==> src/include/pcps_pkg.sv <==
// Shared constants and types for the panel and CRT pin function selector.
package pcps_pkg;

  // Pin bus widths.
  localparam int unsigned PCPS_DATA_W = 16;
  localparam int unsigned PCPS_STRAP_W = 16;
  localparam int unsigned PCPS_CARD_DATA_W = 4;

  // Strap bit positions on the configuration strap bus.
  localparam int unsigned PCPS_STRAP_CARD_BUS_BIT = 12;
  localparam int unsigned PCPS_STRAP_CARD_POWER_BIT = 13;

  // Reset values of the driven pins.
  localparam logic [15:0] PCPS_DATA_RESET = 16'h0000;
  localparam logic [15:0] PCPS_OE_N_RESET = 16'h0000;
  localparam logic [3:0] PCPS_CARD_DATA_RESET = 4'h0;

  // Panel families that decide the multi-function control pin.
  typedef enum logic [1:0] {
    PCPS_PANEL_ACTIVE,
    PCPS_PANEL_FMT1,
    PCPS_PANEL_OTHER
  } pcps_panel_type;

  // Clock source choice.
  typedef enum logic {
    PCPS_CLK_A,
    PCPS_CLK_B
  } pcps_clk_src_type;

  // Panel timing signals from the display pipeline.
  typedef struct packed {
    logic frame;
    logic line;
    logic shift;
    logic shift2;
    logic enable;
    logic bias;
  } pcps_timing_type;

  // Latched strap decisions.
  typedef struct packed {
    logic card_bus;
    logic card_power;
  } pcps_strap_type;

endpackage : pcps_pkg

==> src/logic/pcps_pin_select.sv <==
// Pin function selector for panel, CRT, expansion card and clock inputs.
// Operation
// - Unused panel data pins are driven low.
// - Active panels put display enable on multi-pin.
// - Format one passive panels put second shift clock.
// - Other panels put backplane bias on multi-pin.
// - Upper data byte moves to card by strap.
// - Bit nine is data or card control.
// - Bits ten to thirteen: data or card bus.
// - Multi-pin becomes card power enable by strap.
// - Retrace outputs are held low during reset.
// - Clock A feeds pixel, memory and card clocks.
// - Clock B feeds only pixel and card clocks.
// - Strap bus latched at reset release.
`timescale 1ns/10ps
`default_nettype none

module pcps_pin_select
  import pcps_pkg::*;
(
  input wire logic clk,
  input wire logic rst,
  input wire logic [PCPS_STRAP_W-1:0] config_strap_bus,
  input wire pcps_panel_type panel_type,
  input wire logic timing_en,
  input wire pcps_timing_type timing,
  input wire logic [PCPS_DATA_W-1:0] pixel_data,
  input wire logic [PCPS_DATA_W-1:0] data_mask,
  input wire logic hretrace_in,
  input wire logic vretrace_in,
  input wire logic card_ctl_in,
  input wire logic [PCPS_CARD_DATA_W-1:0] card_data_wr,
  input wire logic card_data_drive,
  input wire logic card_power_in,
  input wire logic [PCPS_CARD_DATA_W-1:0] card_data_pin_i,
  input wire logic clock_input_a,
  input wire logic clock_input_b,
  input wire pcps_clk_src_type pixel_clk_sel,
  input wire pcps_clk_src_type card_clk_sel,
  output logic [PCPS_DATA_W-1:0] panel_data,
  output logic [PCPS_DATA_W-1:0] panel_data_oe_n,
  output logic frame_pulse_out,
  output logic line_pulse_out,
  output logic panel_shift_clock,
  output logic multi_pin_out,
  output logic horizontal_retrace,
  output logic vertical_retrace,
  output logic pixel_clock,
  output logic memory_clock,
  output logic card_clock,
  output logic [PCPS_CARD_DATA_W-1:0] card_data_rd,
  output pcps_strap_type strap_q
);

  // Two-stage synchronisers for the strap bus, the two clock inputs and the card data pins.
  logic [PCPS_STRAP_W-1:0] strap_s1_q;
  logic [PCPS_STRAP_W-1:0] strap_s2_q;
  logic [1:0] clk_s1_q;
  logic [1:0] clk_s2_q;
  logic [PCPS_CARD_DATA_W-1:0] cd_s1_q;
  logic [PCPS_CARD_DATA_W-1:0] cd_s2_q;

  // Only the second stages are read below.
  always_ff @(posedge clk) begin
    strap_s1_q <= config_strap_bus;
    strap_s2_q <= strap_s1_q;
    clk_s1_q <= {clock_input_b, clock_input_a};
    clk_s2_q <= clk_s1_q;
    cd_s1_q <= card_data_pin_i;
    cd_s2_q <= cd_s1_q;
  end

  // The straps follow the bus while reset stands, so the value seen on the
  // last reset cycle is the one held afterwards.
  pcps_strap_type strap_d;
  assign strap_d = rst ? pcps_strap_type'{card_bus: strap_s2_q[PCPS_STRAP_CARD_BUS_BIT],
                                          card_power: strap_s2_q[PCPS_STRAP_CARD_POWER_BIT]}
                       : strap_q;

  always_ff @(posedge clk) begin
    strap_q <= strap_d;
  end

  // Clock routing; the memory clock has no path from clock B.
  logic clk_a;
  logic clk_b;
  logic pixel_clock_d;
  logic card_clock_d;
  assign clk_a = clk_s2_q[0];
  assign clk_b = clk_s2_q[1];
  assign pixel_clock_d = (pixel_clk_sel == PCPS_CLK_B) ? clk_b : clk_a;
  assign card_clock_d = (card_clk_sel == PCPS_CLK_B) ? clk_b : clk_a;

  // Multi-function control pin selection.
  logic display_enable_out;
  logic second_shift_clock;
  logic backplane_bias;
  logic panel_fn;
  logic multi_d;
  assign display_enable_out = timing.enable;
  assign second_shift_clock = timing.shift2;
  assign backplane_bias = timing.bias;
  assign panel_fn = (panel_type == PCPS_PANEL_ACTIVE) ? display_enable_out :
                    (panel_type == PCPS_PANEL_FMT1) ? second_shift_clock :
                    backplane_bias;
  assign multi_d = strap_q.card_power ? (rst | card_power_in)
                                      : (~rst & panel_fn);

  // Panel data and card remapping of the upper byte. Bits 15:14 go low in
  // card mode because the card uses only the clock, control and data pins.
  logic [PCPS_DATA_W-1:0] panel_val;
  logic [PCPS_DATA_W-1:0] card_val;
  logic [PCPS_DATA_W-1:0] data_d;
  logic [PCPS_DATA_W-1:0] oe_n_d;
  logic card_hiz;
  assign panel_val = pixel_data & data_mask;
  assign card_val = {2'b00, card_data_wr, card_ctl_in, card_clock_d, panel_val[7:0]};
  assign data_d = rst ? PCPS_DATA_RESET : (strap_q.card_bus ? card_val : panel_val);
  assign card_hiz = rst | ~card_data_drive;
  assign oe_n_d = strap_q.card_bus ? {2'b00, {PCPS_CARD_DATA_W{card_hiz}}, rst, 9'h000}
                                   : PCPS_OE_N_RESET;

  // Timing outputs stay quiet until the panel timing is running.
  logic timing_on;
  assign timing_on = ~rst & timing_en;

  // All outputs except strap_q come from this one register stage.
  always_ff @(posedge clk) begin
    panel_data <= data_d;
    panel_data_oe_n <= oe_n_d;
    multi_pin_out <= multi_d;
    frame_pulse_out <= timing_on & timing.frame;
    line_pulse_out <= timing_on & timing.line;
    panel_shift_clock <= timing_on & timing.shift;
    horizontal_retrace <= ~rst & hretrace_in;
    vertical_retrace <= ~rst & vretrace_in;
    pixel_clock <= pixel_clock_d;
    memory_clock <= clk_a;
    card_clock <= card_clock_d;
    card_data_rd <= rst ? PCPS_CARD_DATA_RESET : cd_s2_q;
  end
endmodule : pcps_pin_select

`default_nettype wire

==> config.mk <==
export PLATFORM = sky130hd
export DESIGN_NAME = pcps_pin_select
export DESIGN_NICKNAME = d
export VERILOG_FILES = /design/src/include/pcps_pkg.sv /design/src/logic/pcps_pin_select.sv
export SDC_FILE = /design/constraint.sdc
export NUM_CORES = 1
export LEC_CHECK = 0
export ABC_CLOCK_PERIOD_IN_PS = 850
export BUFFER_PORTS_ARGS = -buffer_cell sky130_fd_sc_hd__clkbuf_2
export CORE_ASPECT_RATIO = 0.8
export CORE_MARGIN = 2
export CORE_UTILIZATION = 35
export CTS_BUF_LIST = sky130_fd_sc_hd__clkbuf_4 sky130_fd_sc_hd__clkbuf_8
export DETAILED_ROUTE_END_ITERATION = 8
export PLACE_DENSITY_LB_ADDON = 0.15
export SYNTH_ARGS = -nofsm -noshare
export SYNTH_HDL_FRONTEND = slang
export SYNTH_SLANG_ARGS = --single-unit
==> constraint.sdc <==
create_clock -name clk -period 0.85 [get_ports clk]
set_input_delay 0.1275 -clock clk [delete_from_list [all_inputs] [get_ports clk]]
set_output_delay 0.1275 -clock clk [all_outputs]
set_load 0.1 [all_outputs]
=== Word level (Yosys, flattened, before mapping) ===
Index checks and enable logic that the tools add are counted.

* Word-level logic and storage cells: 43
* Memory bits (writable): 0
* Memories: 0
* Memory bits (read-only): 0
* Bits in latches: 0
* Input bits: 76
* Output and inout port bits: 47
* Register bits after elaboration: 84

* Muxes and demuxes: 6
* Div/mod/pow operators: 0
* Bitwise operators: 12
* Shift-type cells: 0
* Magnitude comparators: 0
* Reduce and logical (&&, ||, !) cells: 2
* Add/subtract/negate cells: 0
* Eq/ne operators: 1
* Multiply operators: 0

{| class="wikitable"
|+ Operators with widths
! operator !! number
|-
| $and A16 B16 Y16 || 1
|-
| $mux W14 || 1
|-
| $and A1 B1 Y1 || 7
|-
| $mux W1 || 5
|-
| $eq A2 B1 Y1 const B || 1
|-
| $logic_not A2 Y1 || 1
|-
| $not A1 Y1 || 2
|-
| $or A1 B1 Y1 || 2
|-
| $reduce_or A2 Y1 || 1
|}

=== Logic depth before layout (Yosys ltp) ===
* Depth in word-level cells: 5
* Depth in mapped cells: 3
* Depth with buffers taken out: 3

=== Worst setup path after synthesis ===
No wires, ideal clock.

* Path type: flip-flop to flip-flop
* From: register strap_q[1] (netlist name)
* To: register panel_data[8]
* Buffers on the path: 0
* Data required time: 0.734 ns
* Arrival: 1.461 ns
* Clock period less this slack: 1.577 ns
* Path slack: -0.727 ns
* Stages on the path, launching flop included: 4
* Setup time: 0.116 ns
* Cell sequence: edfxtp_1 nor2_2 and3_1 a31o_2

* Longest elaborated chain between the ends: 1

{| class="wikitable"
|+ Ends and longest elaborated chain
! item !! RTL line !! text
|-
| from (decl) || pcps_pin_select.sv:52 || <nowiki>output pcps_strap_type strap_q</nowiki>
|-
| from (signal assigned) || pcps_pin_select.sv:81 || <nowiki>strap_q <= strap_d;</nowiki>
|-
| $mux W14 || pcps_pin_select.sv:118 || <nowiki>assign data_d = rst ? PCPS_DATA_RESET : (strap_q.card_bus ? card_val : panel_val);</nowiki>
|-
| to (signal assigned) || pcps_pin_select.sv:129 || <nowiki>panel_data <= data_d;</nowiki>
|-
| to (decl) || pcps_pin_select.sv:40 || <nowiki>output logic [PCPS_DATA_W-1:0] panel_data,</nowiki>
|}

No other way between the ends.
A chain may end at the register's enable or synchronous reset.

=== Final worst setup path ===
* From: register strap_q[1] (netlist name)
* To: output port strap_q[1] (netlist name)

No word-level cell between the ends.

==> metrics <==
crit path from strap_q[1]$_DFFE_PP_; Netlist cell types 20; Mapped Cells 113; Max Freq 878 MHz; Max clock buf depth 2; RSZ-0062 raised after global routing yes; status complete, but fails checks; row count 20; CTS root buffer clkbuf_8; top cells by area, synth dfxtp_1 (66%), buf_4 (7.4%), and3_1 (4.8%); synthesis-stage register bit count 49; Final Cycle Share 134%; DRT iter0 DRCs 37; Crit path required time 0.72 ns; switching power share of the total 32.5%; Die Area 4600 sq um; Comb power frac 28.8%; Final Hold Viols 0; Core Box Area 3850 sq um; H-tree lvl count 2; Routed WL 3350 um; HP Class input pin to register; # DRC 0; HP Start timing[4]; IO Pins 123; Yosys warnings 0; Seq/Total Area, Yosys 70.2%; Avg Inst Size Synth 12.6 sq um; Final #Nets 306; Area growth, synth to finish 94.6%; Clock Sink Count 49; Yosys top cell area share 66.0%; kind of critical path register to primary output; Sw Pwr 1.77 mW; largest net degree at the start of global routing 14; grt ovf 0; largest area contributor in the netlist dfxtp_1; Clk pwr share 24.8%; TritonCTS clock tree done; chip height 61.1 um; DP HPWL 2660 um; total CTS buffers 5; RR Startpoint strap_q[1]$_DFFE_PP_; Hold Worst Slack 0.0310 ns; Setup Viol. Count Final 47; Clk Latency, worst-skew pair 0.29 ns; WP data arrival 1.01 ns; GRT Util Overall 15.4%; Slew Viols, Final 0; ANT cells 0; Reg clk slew, reported paths 0.08 ns; register share of total power 46.4%; vias in the first global route 1,144; Buffers on Ports 97; First-pass DRT Iterations 4; element type at the critical path end primary output; Vias per Instance 4.11; min Tclk post-route 1.14 ns; global-route wire length before repair 5020 um; cell internal pwr 3.68 mW; initial antenna violation count 0; power density over the cells 1960 nW/um^2; final setup margin -0.289 ns; Critical Path Fanout Max 2; Vias 1,172; DR WL/cell 11.7 um; failing checks negative setup slack; Setup crit start kind register; Clock Skews 0.00377 ns; total power 5.45 mW; Die Width 75.3 um; post-route ant nets 0; peak supply drop 1370 uV; layout cell share with drive strength beyond 1 66.5%; Initial Utilization 37.0%; synthesized cell area 1430 sq um; Placer Congestion 0.856; max_cap viols 0; Lkg Pwr 1.32 nW
[path summary, 6_finish.rpt]
path                                                   to  slack, ns  cells after the start
worst max-delay path                           strap_q[1]      -0.29                      2
worst min-delay path               line_pulse_out$_DFF_P_       0.03                      2
worst max register to register  panel_data[11]$_SDFF_PP0_      -0.22                      4
worst min register to register         cd_s2_q[2]$_DFF_P_       0.33                      0
[stage by stage]
stage	setup slack, ns	util (%)	std cells	instance area, sq um	TNS [ns]
2_1_floorplan	-0.671	-	123	1550	-6.96
3_3_place_gp	-0.0948	65.8	266	2530	-0.475
3_5_place_dp	-0.132	65.8	266	2530	-0.603
4_1_cts	-0.296	71.3	285	2750	-6.03
5_1_grt	-0.340	71.9	285	2770	-7.32
6_report	-0.289	71.9	285	2770	-5.49
[layer usage]
| metal | global-route usage [%] | up-vias | wire (um) |
|---|---|---|---|
| met4 | 7.52 | 0 | 62 |
| met5 | 0 | - | 0 |
| met2 | 26.3 | 57 | 1760 |
| met3 | 6.06 | 7 | 324 |
| li1 | - | 579 | - |
| met1 | 16.8 | 529 | 1200 |
[critical path, stage by stage (launching register included)]
cell,delay (ns)
edfxtp_1,0.41
buf_6,0.15
buf_12,0.15
[power by group through the flow]
stage | clock [mW] | combinational, mW | sequential, mW
final | 1.35 | 1.57 | 2.53
after CTS | 1.41 | 1.56 | 2.53
after floorplan | 0 | 0.448 | 3.12
after global placement | 0 | 1.49 | 2.58
after global routing | 1.52 | 1.62 | 2.54
after detailed placement | 0 | 1.50 | 2.59
[cells in the mapped netlist (all sizes together)]
cell type / instances
a21boi: 1
a21oi: 5
a31o: 1
and2: 4
and2b: 3
and3: 11
buf: 16
conb: 1
dfxtp: 47
edfxtp: 2
inv: 1
mux2: 3
mux2i: 1
nand2: 5
nand3b: 5
nor2: 1
nor2b: 4
o21ai: 1
o31ai: 1
[layout by cell type (no fill, tap or decap), drive strengths merged, types with 2 or more instances in the layout]
master	n
nand3b	5
nand2	5
a21oi	5
and2b	3
nor2b	4
dlygate4sd3	9
clkbuf	68
dfxtp	47
and2	4
edfxtp	2
and3	11
conb	11
mux2	3
buf	46
[state kept, by name, summed over array words and instances (netlist names), 4 cells and up]
register and cells:
card_data_rd 4, cd_s1_q 4, cd_s2_q 4, panel_data 16
[layout make-up]
cell class,count,area [sq um]
Sequential cell,49,1040
Inverter,1,3.75
Multi-Input combinational cell,57,369
Tap cell,55,68.8
Timing Repair Buffer,116,1200
Fill cell,268,1080
Clock buffer,7,90.1
[what timing repair did]
item                                    in CTS  in global routing
hold buffers                                 9                  0
endpoints found under the setup margin      45                 47
gates resized for setup                      3                  5
endpoints found under the hold margin        9                  0
setup buffers                                3                  1
pin swaps                                    4                  1
cloned                                       0                  0
[cell families after synthesis]
kind of cell,Yosys count,share of synthesized area [%]
other,1,0.263
buffers and inverters,17,8.34
flip-flops,49,70.2
multiplexers,4,3.07
AO/OA/AOI/OAI,9,3.78
AND/OR/NAND/NOR,33,14.3
(Power assumes the default switching activity.)
